==> src/core/src_pkg.sv <==
// constants and carrier types for the sleep and reset controller
package src_pkg;
  // ==========================================================
  // bus geometry
  localparam int ADDR_W = 8;
  localparam int DATA_W = 32;
  // ==========================================================
  // register offsets
  localparam logic [7:0] OFF_SLEEP_CTRL = 8'h00;
  localparam logic [7:0] OFF_PWR_RED = 8'h04;
  localparam logic [7:0] OFF_RST_STATUS = 8'h08;
  localparam logic [7:0] OFF_RST_CTRL = 8'h0C;
  localparam logic [7:0] OFF_INT_STATUS = 8'h10;
  localparam logic [7:0] OFF_INT_MASK = 8'h14;
  localparam logic [7:0] OFF_SLEEP_STATE = 8'h18;
  // ==========================================================
  // sleep control fields
  localparam int SC_MODE_LSB = 0;
  localparam int SC_MODE_W = 3;
  localparam int SC_RTC_EN = 3;
  localparam int SC_GO = 4;
  // sleep mode codes
  localparam logic [2:0] MODE_IDLE = 3'h0;
  localparam logic [2:0] MODE_PDOWN = 3'h1;
  localparam logic [2:0] MODE_PSAVE = 3'h2;
  localparam logic [2:0] MODE_STBY = 3'h3;
  localparam logic [2:0] MODE_XSTBY = 3'h4;
  localparam logic [2:0] MODE_RST = 3'h0;
  // ==========================================================
  // reset status flags and reset control bits
  localparam int RF_POR = 0;
  localparam int RF_EXT = 1;
  localparam int RF_WDT = 2;
  localparam int RF_BOD = 3;
  localparam int RF_W = 4;
  localparam int RC_WDT_EN = 0;
  localparam int RC_BOD_EN = 1;
  // ==========================================================
  // interrupt events
  localparam int EV_WAKE = 0;
  localparam int EV_SLEEP = 1;
  localparam int EV_W = 2;
  // ==========================================================
  // reset vector
  localparam int VEC_W = 16;
  localparam logic [15:0] RESET_VEC_DEF = 16'h0000;
  // ==========================================================
  // carriers
  typedef struct packed {
    logic twi_match;
    logic port_async;
    logic rtc_irq;
  } async_wake_t;
  typedef struct packed {
    logic cpu;
    logic nvm;
    logic per;
    logic sys_src;
    logic rtc_src;
    logic rtc;
  } clk_en_t;
endpackage

==> src/core/sleep_reset_ctrl.sv <==
// sleep mode sequencing, peripheral clock gating and system reset control
// Functional notes
// - five sleep modes, each entered from active on software request
// - asleep: allowed enabled interrupt or any enabled reset returns to active
// - power reduction bit stops that peripheral's clock, freezing its state
// - idle: cpu and nvm clocks off, peripherals run, any interrupt wakes
// - power-down: all system clock sources and rtc source stopped
// - power-down wakes only on two-wire address match or async port interrupt
// - power-save: as power-down, enabled rtc runs and its interrupt wakes
// - standby: as power-down but system clock sources kept running
// - reset returns registers to initial values, sram untouched
// - reset vector is address zero, or boot start when option set
// - pins go high impedance at once when any reset source asserts
// - reset asserts asynchronously, needing no running clock
// - cause of last reset readable in a status register
// - held in reset while power-on detector reports low supply
// - reset while external reset pin is low
// - watchdog expiry resets when enabled; watchdog has its own oscillator
// - enabled brown-out detector reporting low supply resets; disabled does nothing
//
// Local design decisions: the register offsets and strobed register access.
`timescale 1ns/10ps
`default_nettype none
module sleep_reset_ctrl #(
  parameter int N_PER = 8,
  parameter logic [15:0] BOOT_ADDR = 16'h4000
) (
  input wire logic mclk,
  input wire logic rst,
  input wire logic [src_pkg::ADDR_W-1:0] addr,
  input wire logic [src_pkg::DATA_W-1:0] wdata,
  input wire logic wr,
  input wire logic rd,
  output logic [src_pkg::DATA_W-1:0] rdata,
  input wire logic [N_PER-1:0] per_irq,
  input wire src_pkg::async_wake_t async_wake,
  input wire logic por_low,
  input wire logic ext_rst_n,
  input wire logic wdt_expire,
  input wire logic bod_low,
  input wire logic boot_vec_sel,
  output logic irq,
  output logic sys_rst,
  output logic pin_hiz,
  output src_pkg::clk_en_t clk_en,
  output logic [N_PER-1:0] per_clk_en,
  output logic [src_pkg::VEC_W-1:0] reset_vec
);
  // ==========================================================
  // state
  typedef enum logic [0:0] {ST_ACTIVE, ST_SLEEP} st_t;
  typedef struct packed {
    st_t st;
    logic [2:0] mode;
    logic rtc_en;
    logic [N_PER-1:0] pr;
    logic wdt_en;
    logic bod_en;
    logic [src_pkg::RF_W-1:0] rflags;
    logic [src_pkg::EV_W-1:0] ists;
    logic [src_pkg::EV_W-1:0] imask;
    logic [src_pkg::DATA_W-1:0] rdata;
    logic irq;
    src_pkg::clk_en_t clk_en;
    logic [N_PER-1:0] per_clk_en;
    logic [src_pkg::VEC_W-1:0] reset_vec;
  } state_t;
  state_t s_r;
  state_t s_nxt;
  logic sys_rst_r;
  logic pin_hiz_r;
  logic src_any;
  logic [src_pkg::RF_W-1:0] cause;
  logic ctl_rst;
  logic wake;
  logic sleep_req;
  // ==========================================================
  // reset sources
  always_comb begin
    cause = '0;
    cause[src_pkg::RF_POR] = por_low;
    cause[src_pkg::RF_EXT] = ~ext_rst_n;
    cause[src_pkg::RF_WDT] = wdt_expire & s_r.wdt_en;
    cause[src_pkg::RF_BOD] = bod_low & s_r.bod_en;
  end
  assign src_any = |cause;
  assign ctl_rst = rst | sys_rst_r;
  // async assertion, release on the clock
  always_ff @(posedge mclk or posedge src_any) begin
    if (src_any) begin
      sys_rst_r <= 1'b1;
      pin_hiz_r <= 1'b1;
    end else begin
      sys_rst_r <= rst;
      pin_hiz_r <= rst;
    end
  end
  // ==========================================================
  // wake qualification per mode
  always_comb begin
    wake = 1'b0;
    unique case (s_r.mode)
      src_pkg::MODE_IDLE: wake = (|per_irq) | (|async_wake);
      src_pkg::MODE_PDOWN, src_pkg::MODE_STBY: begin
        wake = async_wake.twi_match | async_wake.port_async;
      end
      src_pkg::MODE_PSAVE, src_pkg::MODE_XSTBY: begin
        wake = async_wake.twi_match | async_wake.port_async
          | (async_wake.rtc_irq & s_r.rtc_en);
      end
      default: wake = 1'b1;
    endcase
  end
  assign sleep_req = wr && addr == src_pkg::OFF_SLEEP_CTRL && wdata[src_pkg::SC_GO]
    && wdata[src_pkg::SC_MODE_LSB +: src_pkg::SC_MODE_W] <= src_pkg::MODE_XSTBY;
  // ==========================================================
  // next state
  always_comb begin
    logic [src_pkg::EV_W-1:0] ev;
    ev = '0;
    s_nxt = s_r;
    s_nxt.rdata = '0;
    // register writes
    if (wr) begin
      unique case (addr)
        src_pkg::OFF_SLEEP_CTRL: begin
          if (s_r.st == ST_ACTIVE) begin
            s_nxt.mode = wdata[src_pkg::SC_MODE_LSB +: src_pkg::SC_MODE_W];
            s_nxt.rtc_en = wdata[src_pkg::SC_RTC_EN];
          end
        end
        src_pkg::OFF_PWR_RED: s_nxt.pr = wdata[N_PER-1:0];
        src_pkg::OFF_RST_STATUS: s_nxt.rflags = s_r.rflags & ~wdata[src_pkg::RF_W-1:0];
        src_pkg::OFF_RST_CTRL: begin
          s_nxt.wdt_en = wdata[src_pkg::RC_WDT_EN];
          s_nxt.bod_en = wdata[src_pkg::RC_BOD_EN];
        end
        src_pkg::OFF_INT_STATUS: s_nxt.ists = s_r.ists & ~wdata[src_pkg::EV_W-1:0];
        src_pkg::OFF_INT_MASK: s_nxt.imask = wdata[src_pkg::EV_W-1:0];
        default: ;
      endcase
    end
    // register reads, unmapped reads as zero
    if (rd) begin
      unique case (addr)
        src_pkg::OFF_SLEEP_CTRL: begin
          s_nxt.rdata[src_pkg::SC_MODE_LSB +: src_pkg::SC_MODE_W] = s_r.mode;
          s_nxt.rdata[src_pkg::SC_RTC_EN] = s_r.rtc_en;
        end
        src_pkg::OFF_PWR_RED: s_nxt.rdata = src_pkg::DATA_W'(s_r.pr);
        src_pkg::OFF_RST_STATUS: s_nxt.rdata = src_pkg::DATA_W'(s_r.rflags);
        src_pkg::OFF_RST_CTRL: begin
          s_nxt.rdata[src_pkg::RC_WDT_EN] = s_r.wdt_en;
          s_nxt.rdata[src_pkg::RC_BOD_EN] = s_r.bod_en;
        end
        src_pkg::OFF_INT_STATUS: s_nxt.rdata = src_pkg::DATA_W'(s_r.ists);
        src_pkg::OFF_INT_MASK: s_nxt.rdata = src_pkg::DATA_W'(s_r.imask);
        src_pkg::OFF_SLEEP_STATE: s_nxt.rdata[0] = (s_r.st == ST_SLEEP);
        default: ;
      endcase
    end
    // sleep sequencing
    unique case (s_r.st)
      ST_ACTIVE: begin
        if (sleep_req) begin
          s_nxt.st = ST_SLEEP;
          ev[src_pkg::EV_SLEEP] = 1'b1;
        end
      end
      ST_SLEEP: begin
        if (wake) begin
          s_nxt.st = ST_ACTIVE;
          ev[src_pkg::EV_WAKE] = 1'b1;
        end
      end
    endcase
    // event flags: set wins over clear
    s_nxt.ists = s_nxt.ists | ev;
    // reset flags: set wins over clear, kept over non power-on resets
    s_nxt.rflags = s_nxt.rflags | cause;
    // clock enables from next state
    s_nxt.clk_en = '1;
    if (s_nxt.st == ST_SLEEP) begin
      s_nxt.clk_en.cpu = 1'b0;
      s_nxt.clk_en.nvm = 1'b0;
      unique case (s_nxt.mode)
        src_pkg::MODE_IDLE: ;
        src_pkg::MODE_PDOWN: s_nxt.clk_en = '0;
        src_pkg::MODE_PSAVE: begin
          s_nxt.clk_en = '0;
          s_nxt.clk_en.rtc_src = s_nxt.rtc_en;
          s_nxt.clk_en.rtc = s_nxt.rtc_en;
        end
        src_pkg::MODE_STBY: begin
          s_nxt.clk_en = '0;
          s_nxt.clk_en.sys_src = 1'b1;
        end
        src_pkg::MODE_XSTBY: begin
          s_nxt.clk_en = '0;
          s_nxt.clk_en.sys_src = 1'b1;
          s_nxt.clk_en.rtc_src = s_nxt.rtc_en;
          s_nxt.clk_en.rtc = s_nxt.rtc_en;
        end
        default: s_nxt.clk_en = '0;
      endcase
    end
    s_nxt.per_clk_en = s_nxt.clk_en.per ? ~s_nxt.pr : '0;
    // system reset: registers to initial values, sram is outside
    if (ctl_rst) begin
      s_nxt.st = ST_ACTIVE;
      s_nxt.mode = src_pkg::MODE_RST;
      s_nxt.rtc_en = 1'b0;
      s_nxt.pr = '0;
      s_nxt.ists = '0;
      s_nxt.imask = '0;
      s_nxt.rdata = '0;
      s_nxt.clk_en = '1;
      s_nxt.per_clk_en = '1;
      s_nxt.reset_vec = boot_vec_sel ? BOOT_ADDR : src_pkg::RESET_VEC_DEF;
    end
    // power-on: also flags and reset enables
    if (rst || por_low) begin
      s_nxt.rflags = cause;
      s_nxt.wdt_en = 1'b0;
      s_nxt.bod_en = 1'b0;
    end
    s_nxt.irq = |(s_nxt.ists & s_nxt.imask);
  end
  always_ff @(posedge mclk) begin
    s_r <= s_nxt;
  end
  // ==========================================================
  // outputs
  assign rdata = s_r.rdata;
  assign irq = s_r.irq;
  assign sys_rst = sys_rst_r;
  assign pin_hiz = pin_hiz_r;
  assign clk_en = s_r.clk_en;
  assign per_clk_en = s_r.per_clk_en;
  assign reset_vec = s_r.reset_vec;
endmodule // sleep_reset_ctrl
`default_nettype wire

==> config.mk <==
export PLATFORM = sky130hd
export DESIGN_NAME = sleep_reset_ctrl
export DESIGN_NICKNAME = d
export VERILOG_FILES = /design/src/core/src_pkg.sv /design/src/core/sleep_reset_ctrl.sv
export SDC_FILE = /design/constraint.sdc
export NUM_CORES = 1
export LEC_CHECK = 0
export BUFFER_PORTS_ARGS = -buffer_cell sky130_fd_sc_hd__buf_2
export CAP_MARGIN = 40
export CORE_AREA = 2 2 67 85
export DETAILED_ROUTE_END_ITERATION = 7
export DIE_AREA = 0 0 69 87
export PLACE_DENSITY_LB_ADDON = 0.08
export SLEW_MARGIN = 10
export SYNTH_ARGS = -nofsm -noshare
export SYNTH_HDL_FRONTEND = slang
export SYNTH_SLANG_ARGS = --single-unit
==> constraint.sdc <==
create_clock -name mclk -period 1.02 [get_ports mclk]
set_input_delay 0.102 -clock mclk [delete_from_list [all_inputs] [get_ports mclk]]
set_output_delay 0.102 -clock mclk [all_outputs]
set_load 0.01 [all_outputs]
==> reports/metrics.cfg, run 1 <==
[drt]
dr.pass1.iters = 4
vias = 2102
vias_per_cell = 4.87
wl_per_cell_um = 13.9
initialDrtViolationCount = 100
drcViolationCount = 0
postRouteAntennaNets = 0
wl_um = 6010

[floorplan]
die_x_um = 69
num_rows = 30
io_pins = 125
fp.coreArea_um2 = 5260
dieArea_um2 = 6000
die_h_um = 87
initial_core_util_pct = 46.6

[worst_setup_path]
worstReg2RegEnd = per_clk_en[2]
crit_slowest_cell = dfxtp_4
r2r_setup_slack_ns = -0.49
arrival_ns = 1.72
cp_num_buf_inv = 1
reg2reg_depth = 6
worstSetupPathType = register to register
critPathMaxStageDelay_ns = 0.37
cpLargestDelayFamily = compound AO/OA/AOI/OAI gates
startpoint_type = register
crit_chain = nor3_4 > nand4_1 > a211oi_4 > buf_6 > o211ai_2 > o21a_1
timing.rr.start = s_r[84]
worstPathMaxFanout = 5
crit_path_end_kind = register
required_ns = 1.22

[power_and_ir_drop]
powerDensity_nw_per_um2 = 1050
power_switching_uw = 911
peakVddDrop_mv = 0.988
combPwrFrac_pct = 14.3
seqPwrFrac_pct = 49.0
power.internal_mw = 2.79
p_leak_nw = 1.51
power_mw = 3.70
p_sw_share_pct = 24.7
power_frac_clock_pct = 36.6

[clock_network]
cts_max_path_buffers = 2
cts_sinks = 46
cts_tree = done
root_buffer = clkbuf_8
clkLatencyLatePin_ns = 0.30
cts.clk_slew.worst_paths_ns = 0.08
h-tree-depth = 2
cts-buffers-inserted = 5

[layout]
fin_util_pct = 67.2
multi_input_area_um2 = 1400
final_common_cell = buf_2
fin_nets = 427
nFillCells = 433
layout_common_cells = buf_2, buf_4, dfxtp_1, conb_1, nor2_1
seqCellArea_um2 = 950
drive_above_1_share_pct = 51.4
fin_cells = 432
synthToLayoutAreaGrowth_pct = 44.1
n_antenna_cell = 0

[yosys]
synth_adder_area_share_pct = 0.409
muxShareOfSynthArea_pct = 7.10
yosysWarnings = 0
synth_compound_area_share_pct = 12.8
synth_area_per_cell_um2 = 9.07
seq_area_frac_synth_pct = 38.3
synth_edf_count = 1
yosys.cell_types.count = 52
ys.flop_type = dfxtp_1
async_reset_ff_share_pct = 2.17
syn_inst = 270
synth_seq_cells = 46
synthXorXnorAreaFrac_pct = 0
synth-simple-area-share_pct = 18.8
synth_area_um2 = 2450
synth_top_family_by_area = buffers and inverters

[global_routing]
grt_pass1_wl_um = 9500
track_usage_pct = 20.1
grt_pass1_vias = 2027
grt_max_degree = 15
grt_overflow = 0
antenna_found_initial = 0

[sta]
max_freq_mhz = 660
setup_viol = 46
drv_slew = 0
rsz0062_at_grt = yes
finalClockSkew_ns = 0.00599
period_needed_ns = 1.51
hold_viol_final = 0
final.setup.worst_slack_ns = -0.495
period_share_pct = 149

[placed_design]
place_inst = 406
port_buffers = 61
hpwlAfterDp_um = 4310
gp_congestion = 0.845

[min_path]
hold_class = input port to async pin

[status]
violations = setup timing
status = finished with violations

[job]
cap_violations = 0

[how the worst max path moves through the flow]
stage / cells after the start / startpoint / end
2_1_floorplan: 6 / s_r[83] / clk_en[1]
3_3_place_gp: 7 / addr[1] / clk_en[1]
3_5_place_dp: 7 / addr[1] / clk_en[1]
4_1_cts: 6 / s_r[84] / per_clk_en[2]
5_1_grt: 6 / s_r[84] / per_clk_en[2]
6_report: 6 / s_r[84] / per_clk_en[2]
[Yosys cell counts, types with 2 or more instances]
library cell	n	share of area (%)
and2_1	6	1.5
or2_2	2	0.51
mux2i_1	14	5.7
nor4_1	2	0.51
o211ai_1	2	0.61
dfxtp_1	44	36
a21oi_1	7	1.4
nor2_1	24	3.7
inv_1	8	1.2
or4_4	2	0.92
nand3_1	5	1.0
a32o_1	2	0.82
o21ai_0	8	1.6
a2111oi_0	2	0.72
clkbuf_1	8	1.2
o21a_1	8	2.5
a22oi_1	2	0.61
nand2_1	14	2.1
nor3_1	6	1.2
nor4_2	2	1.0
buf_4	63	19
nand2b_1	3	0.77
or3_1	2	0.51
buf_2	3	0.61
nand4_1	4	1.0
[layer usage]
metal / GRT usage (%) / vias up / wire (um) / part of all wire [%]
met4: 5.88 / 0 / 58 / 0.96
met1: 24.3 / 1009 / 2530 / 42
met2: 36.3 / 69 / 3120 / 52
met3: 3.82 / 5 / 302 / 5.0
met5: 0 / - / 0 / 0
li1: - / 1019 / - / -
[layout make-up]
class	count	share of cell area (%)
sequential	46	26.9
multi-input combinational	180	39.7
clock inverter	2	1.06
inverter	9	1.10
timing repair buffer	125	26.9
tap	64	2.27
clock buffer	6	2.06
[metrics by stage]
stage / hold WS, ns / worst slack [ns] / setup TNS (ns) / instance area (um^2)
floorplan: 0.106 / -0.504 / -10.54 / 2780
global placement: 0.279 / -0.561 / -19.81 / 2960
detailed placement: 0.286 / -0.609 / -20.18 / 2960
CTS: 0.0127 / -0.495 / -11.49 / 3350
global route: 0.0232 / -0.594 / -14.53 / 3530
finish: 0.0154 / -0.495 / -11.49 / 3530
[sequential cells by signal, summed over array words and instances, names as in the netlist]
register / count
clk_en: 4
irq: 1
per_clk_en: 8
pin_hiz: 1
rdata: 8
reset_vec: 1
s_r: 23
[repair_timing]
action	4_1_cts	5_1_grt
endpoints found under the setup margin	47	47
cloned	2	0
resized for setup	35	39
hold endpoints to repair	2	0
hold buffers	2	0
buffers inserted	13	2
pin swaps	16	12
[kinds of logic after synthesis]
kind of cell / Yosys count
other: 1
buffers and inverters: 83
adders and majority gates: 1
AOI/OAI and AO/OA: 42
DFF: 46
muxes: 16
and+or+nand+nor: 81
[power by group through the flow]
stage / combinational (mW) / clock, mW / sequential, mW
after floorplan: 0.320 / 0 / 1.86
after global placement: 0.414 / 0 / 1.86
after detailed placement: 0.418 / 0 / 1.86
after CTS: 0.486 / 1.39 / 1.81
after global routing: 0.569 / 1.44 / 1.81
final: 0.530 / 1.35 / 1.81
No activity file was read; power rests on OpenSTA's default activity.
==> inputs of run 2 (changes only) <==
--- a/config.mk
+++ b/config.mk
@@ -11,6 +11,7 @@
 export DETAILED_ROUTE_END_ITERATION = 7
 export DIE_AREA = 0 0 69 87
 export PLACE_DENSITY_LB_ADDON = 0.08
+export REMOVE_ABC_BUFFERS = 1
 export SLEW_MARGIN = 10
 export SYNTH_ARGS = -nofsm -noshare
 export SYNTH_HDL_FRONTEND = slang
==> reports/metrics.cfg, run 2 (synthesis results as in run 1) <==
[power_and_ir_drop]
peakVddDrop_mv = 0.931
power.internal_mw = 2.66
power_frac_clock_pct = 36.4
seqPwrFrac_pct = 50.8
powerDensity_nw_per_um2 = 1060
power_switching_uw = 912
power_mw = 3.57
combPwrFrac_pct = 12.8
p_sw_share_pct = 25.5
p_leak_nw = 1.53

[sta]
max_freq_mhz = 616
setup_tns_ns = -12.52
setup_viol = 46
period_share_pct = 159
period_needed_ns = 1.62
finalClockSkew_ns = 0.00384
drv_slew = 0
hold_viol_final = 0
final.setup.worst_slack_ns = -0.604
rsz0062_at_grt = yes

[clock_network]
root_buffer = clkbuf_8
h-tree-depth = 2
clkLatencyLatePin_ns = 0.30
cts-buffers-inserted = 5
cts.clk_slew.worst_paths_ns = 0.09
cts_sinks = 46
cts_tree = done
cts_max_path_buffers = 2

[global_routing]
grt_max_degree = 22
track_usage_pct = 19.9
grt_pass1_wl_um = 9340
grt_pass1_vias = 2005
use_met3_pct = 5.09
met2_usage_pct = 36.2
antenna_found_initial = 0
gr-usage-met1_pct = 22.7
busiest_layer = met2
grt_overflow = 0

[worst_setup_path]
worstPathMaxFanout = 5
critPathMaxStageDelay_ns = 0.39
arrival_ns = 1.82
crit_path_end_kind = register
r2r_setup_slack_ns = -0.60
crit_slowest_cell = dfxtp_4
required_ns = 1.22
critPathLaunch = s_r[83]
worstSetupPathType = register to register
startpoint_type = register
timing.rr.start = s_r[83]
crit_chain = a2bb2oi_2 > o211ai_1 > buf_4 > a211oi_4 > buf_6 > o211ai_4 > o21a_1

[drt]
postRouteAntennaNets = 0
vias = 2068
wl_per_cell_um = 14.0
wl_um = 6080
initialDrtViolationCount = 73
drcViolationCount = 0
dr.pass1.iters = 4
vias_per_cell = 4.75

[layout]
regMostFlops = s_r
layout_common_cells = buf_2, buf_4, dfxtp_1, conb_1, nor2_1
largest_register_ffs = 23
synthToLayoutAreaGrowth_pct = 37.2
seqCellArea_um2 = 947
n_antenna_cell = 0
fin_nets = 430
drive_above_1_share_pct = 49.1
nFillCells = 447
multi_input_area_um2 = 1290

[min_path]
hold_class = input port to register
hold_start = por_low

[status]
violations = setup timing
status = finished with violations

[floorplan]
die_h_um = 87
io_pins = 125
die_x_um = 69
fp.coreArea_um2 = 5260
initial_core_util_pct = 46.6
dieArea_um2 = 6000
num_rows = 30

[job]
cap_violations = 0

[placed_design]
gp_congestion = 0.812
port_buffers = 61
hpwlAfterDp_um = 4280

-- run 2: changes by cell type in the layout (fill, tap and decap cells not counted), sizes merged --
| cell | before | now |
|---|---|---|
| buf | 123 | 126 |
| clkinv | 1 | 0 |
| bufinv | 1 | 0 |
| inv | 8 | 10 |
-- run 2: worst paths after layout --
path	end	cells after the start
setup / recovery	per_clk_en[1]	7
hold / removal	s_r[71]	2
setup reg to reg	per_clk_en[1]	7
hold reg to reg	rdata[7]	1
max in group asynchronous	pin_hiz	4
min in group asynchronous	pin_hiz	2
-- run 2: metal layers --
| metal | part of all wire, % | wire length (um) |
|---|---|---|
| met4 | 1.1 | 64 |
| met2 | 55 | 3360 |
| met1 | 39 | 2390 |
| met3 | 4.4 | 268 |
| met5 | 0 | 0 |
-- run 2: power by group through the flow --
| stage | clock network (mW) | registers (mW) | logic (mW) |
|---|---|---|---|
| after detailed placement | 0 | 1.86 | 0.380 |
| after CTS | 1.35 | 1.82 | 0.431 |
| after floorplan | 0 | 1.86 | 0.136 |
| after global routing | 1.43 | 1.82 | 0.498 |
| after global placement | 0 | 1.86 | 0.380 |
| final | 1.30 | 1.82 | 0.457 |
-- run 2: worst max-delay path, delay by kind of cell (launching register included) --
| kind | cells | cell delay [ns] |
|---|---|---|
| AOI/OAI and AO/OA | 5 | 0.80 |
| DFF | 1 | 0.39 |
| buffers and inverters | 2 | 0.34 |
-- run 2: final cells by class --
cell class / instances / share of cell area (%)
sequential: 46 / 28.2
clock inverter: 2 / 0.558
tap: 64 / 2.38
inverter: 9 / 1.08
clock buffer: 6 / 2.79
multi-input combinational: 180 / 38.5
timing repair buffer: 128 / 26.5
-- run 2: per-stage QoR --
step / util, % / std cells / worst slack [ns] / instance area, um^2 / hold WS, ns
2_1_floorplan: - / 234 / -0.922 / 2070 / 0.106
3_3_place_gp: 54.0 / 408 / -0.723 / 2840 / 0.279
3_5_place_dp: 54.0 / 408 / -0.701 / 2840 / 0.280
4_1_cts: 61.5 / 429 / -0.549 / 3230 / 0.0105
5_1_grt: 64.0 / 435 / -0.663 / 3360 / 0.00877
6_report: 64.0 / 435 / -0.604 / 3360 / 0.0226
-- run 2: timing repair --
item | CTS | global route
setup endpoints to repair | 47 | 47
hold buffers | 2 | 0
pin swaps | 23 | 8
endpoints found under the hold margin | 2 | 0
cloned | 1 | 0
setup buffers | 11 | 7
resized for setup | 47 | 20
==> inputs of run 3 (changes only) <==
--- a/config.mk
+++ b/config.mk
@@ -5,11 +5,12 @@
 export SDC_FILE = /design/constraint.sdc
 export NUM_CORES = 1
 export LEC_CHECK = 0
-export BUFFER_PORTS_ARGS = -buffer_cell sky130_fd_sc_hd__buf_2
 export CAP_MARGIN = 40
-export CORE_AREA = 2 2 67 85
+export CORE_AREA = 2 2 61 77
+export CTS_BUF_LIST = sky130_fd_sc_hd__clkbuf_2 sky130_fd_sc_hd__clkbuf_4 sky130_fd_sc_hd__clkbuf_8
 export DETAILED_ROUTE_END_ITERATION = 7
-export DIE_AREA = 0 0 69 87
+export DIE_AREA = 0 0 63 79
+export DONT_BUFFER_PORTS = 1
 export PLACE_DENSITY_LB_ADDON = 0.08
 export REMOVE_ABC_BUFFERS = 1
 export SLEW_MARGIN = 10
==> reports/metrics.cfg, run 3 (synthesis results as in run 1) <==
[clock_network]
cts_sinks = 46
cts-buffers-inserted = 5
h-tree-depth = 2
clkLatencyLatePin_ns = 0.30
cts.clk_slew.worst_paths_ns = 0.09
cts_max_path_buffers = 2
cts_tree = done
root_buffer = clkbuf_8

[power_and_ir_drop]
power_mw = 3.28
powerDensity_nw_per_um2 = 1080
peakVddDrop_mv = 0.932
p_leak_nw = 1.18

[status]
violations = setup timing
status = finished with violations

[sta]
period_needed_ns = 1.59
holdWs_ns = 0.0133
drv_slew = 0
max_freq_mhz = 628
setup_viol = 43
hold_viol_final = 0
finalClockSkew_ns = 0.00801
final.setup.worst_slack_ns = -0.573
setup_tns_ns = -9.72
period_share_pct = 156
rsz0062_at_grt = yes

[layout]
synthToLayoutAreaGrowth_pct = 23.4
n_antenna_cell = 0
fin_nets = 361
fin_util_pct = 70.5
layout_common_cells = dfxtp_1, conb_1, buf_4, nor2_1, dlygate4sd3_1
largest_register_ffs = 23
final_common_cell = dfxtp_1
regMostFlops = s_r
drive_above_1_share_pct = 33.4

[floorplan]
die_x_um = 63
io_pins = 125
num_rows = 27
die_h_um = 79
initial_core_util_pct = 57.1
fp.coreArea_um2 = 4290
dieArea_um2 = 4980

[worst_setup_path]
worstReg2RegEnd = per_clk_en[5]
timing.rr.start = s_r[83]
worstSetupPathType = register to register
required_ns = 1.21
r2r_setup_slack_ns = -0.57
startpoint_type = register
reg2reg_depth = 7
worstPathMaxFanout = 5
arrival_ns = 1.79
crit_path_end_kind = register

[drt]
wl_per_cell_um = 16.3
vias = 1876
postRouteAntennaNets = 0
initialDrtViolationCount = 112
wl_um = 5850
vias_per_cell = 5.21
dr.pass1.iters = 4
drcViolationCount = 0

[placed_design]
gp_congestion = 0.852
hpwlAfterDp_um = 3830
port_buffers = 0
pre_cts_slack_ns = -0.586

[job]
cap_violations = 0

[global_routing]
grt_pass1_vias = 1833
grt_max_degree = 22
track_usage_pct = 23.7
antenna_found_initial = 0
grt_pass1_wl_um = 9040
grt_overflow = 0

[min_path]
hold_class = input port to register
worstHoldEndpoint = rdata[0]
hold_start = addr[3]
hold_depth = 2

==> run 3: power by group <==
group / internal (mW) / switching (mW) / total (mW) / leakage (nW)
Clock: 0.539 / 0.597 / 1.14 / 0.0453
Combinational: 0.142 / 0.181 / 0.323 / 0.760
Sequential: 1.81 / 0.00859 / 1.82 / 0.379
==> run 3: area by class of cell <==
class | count | area (um^2)
clock buffer | 7 | 83.8
clock inverter | 1 | 7.51
fill | 358 | 1270
inverter | 9 | 36.3
multi-input combinational | 179 | 1330
sequential | 46 | 947
tap | 58 | 72.6
timing repair buffer | 60 | 549
==> run 3: worst max-delay path by stage <==
stage / end / slack [ns] / cells after the start / startpoint
CTS: per_clk_en[1] / -0.52 / 7 / s_r[82]
finish: per_clk_en[5] / -0.57 / 7 / s_r[83]
global placement: clk_en[1] / -0.56 / 6 / s_r[82]
detailed placement: clk_en[1] / -0.59 / 6 / s_r[82]
floorplan: clk_en[1] / -0.92 / 5 / pin_hiz
global route: per_clk_en[0] / -0.64 / 7 / s_r[83]
==> run 3: worst max-delay path: stages (launching register included) <==
cell and delay [ns]:
dfxtp_4 0.38, a2bb2oi_1 0.16, o211ai_1 0.14, a211oi_2 0.29, buf_4 0.18, o211ai_4 0.07, buf_4 0.17, o21a_1 0.10
==> run 3: per-layer routing <==
| layer | GRT usage [%] | vias up | share of wire (%) |
|---|---|---|---|
| met1 | 26.1 | 921 | 38 |
| met4 | 7.33 | 0 | 0.94 |
| met5 | 0 | - | 0 |
| li1 | - | 888 | - |
| met2 | 44.7 | 61 | 56 |
| met3 | 5.52 | 6 | 4.5 |
==> run 3: what timing repair did <==
| item | 4_1_cts | 5_1_grt |
|---|---|---|
| setup buffers | 11 | 7 |
| hold buffers | 18 | 0 |
| resized for setup | 51 | 21 |
| endpoints found under the hold margin | 21 | 0 |
| pin swaps | 22 | 16 |
| endpoints found under the setup margin | 45 | 46 |
==> run 3: metrics by stage <==
| stage | cell area (um^2) | instances |
|---|---|---|
| final | 3020 | 360 |
| after detailed placement | 2380 | 321 |
| after global routing | 3020 | 360 |
| after CTS | 2910 | 356 |
| after global placement | 2380 | 321 |
| after floorplan | 2070 | 234 |
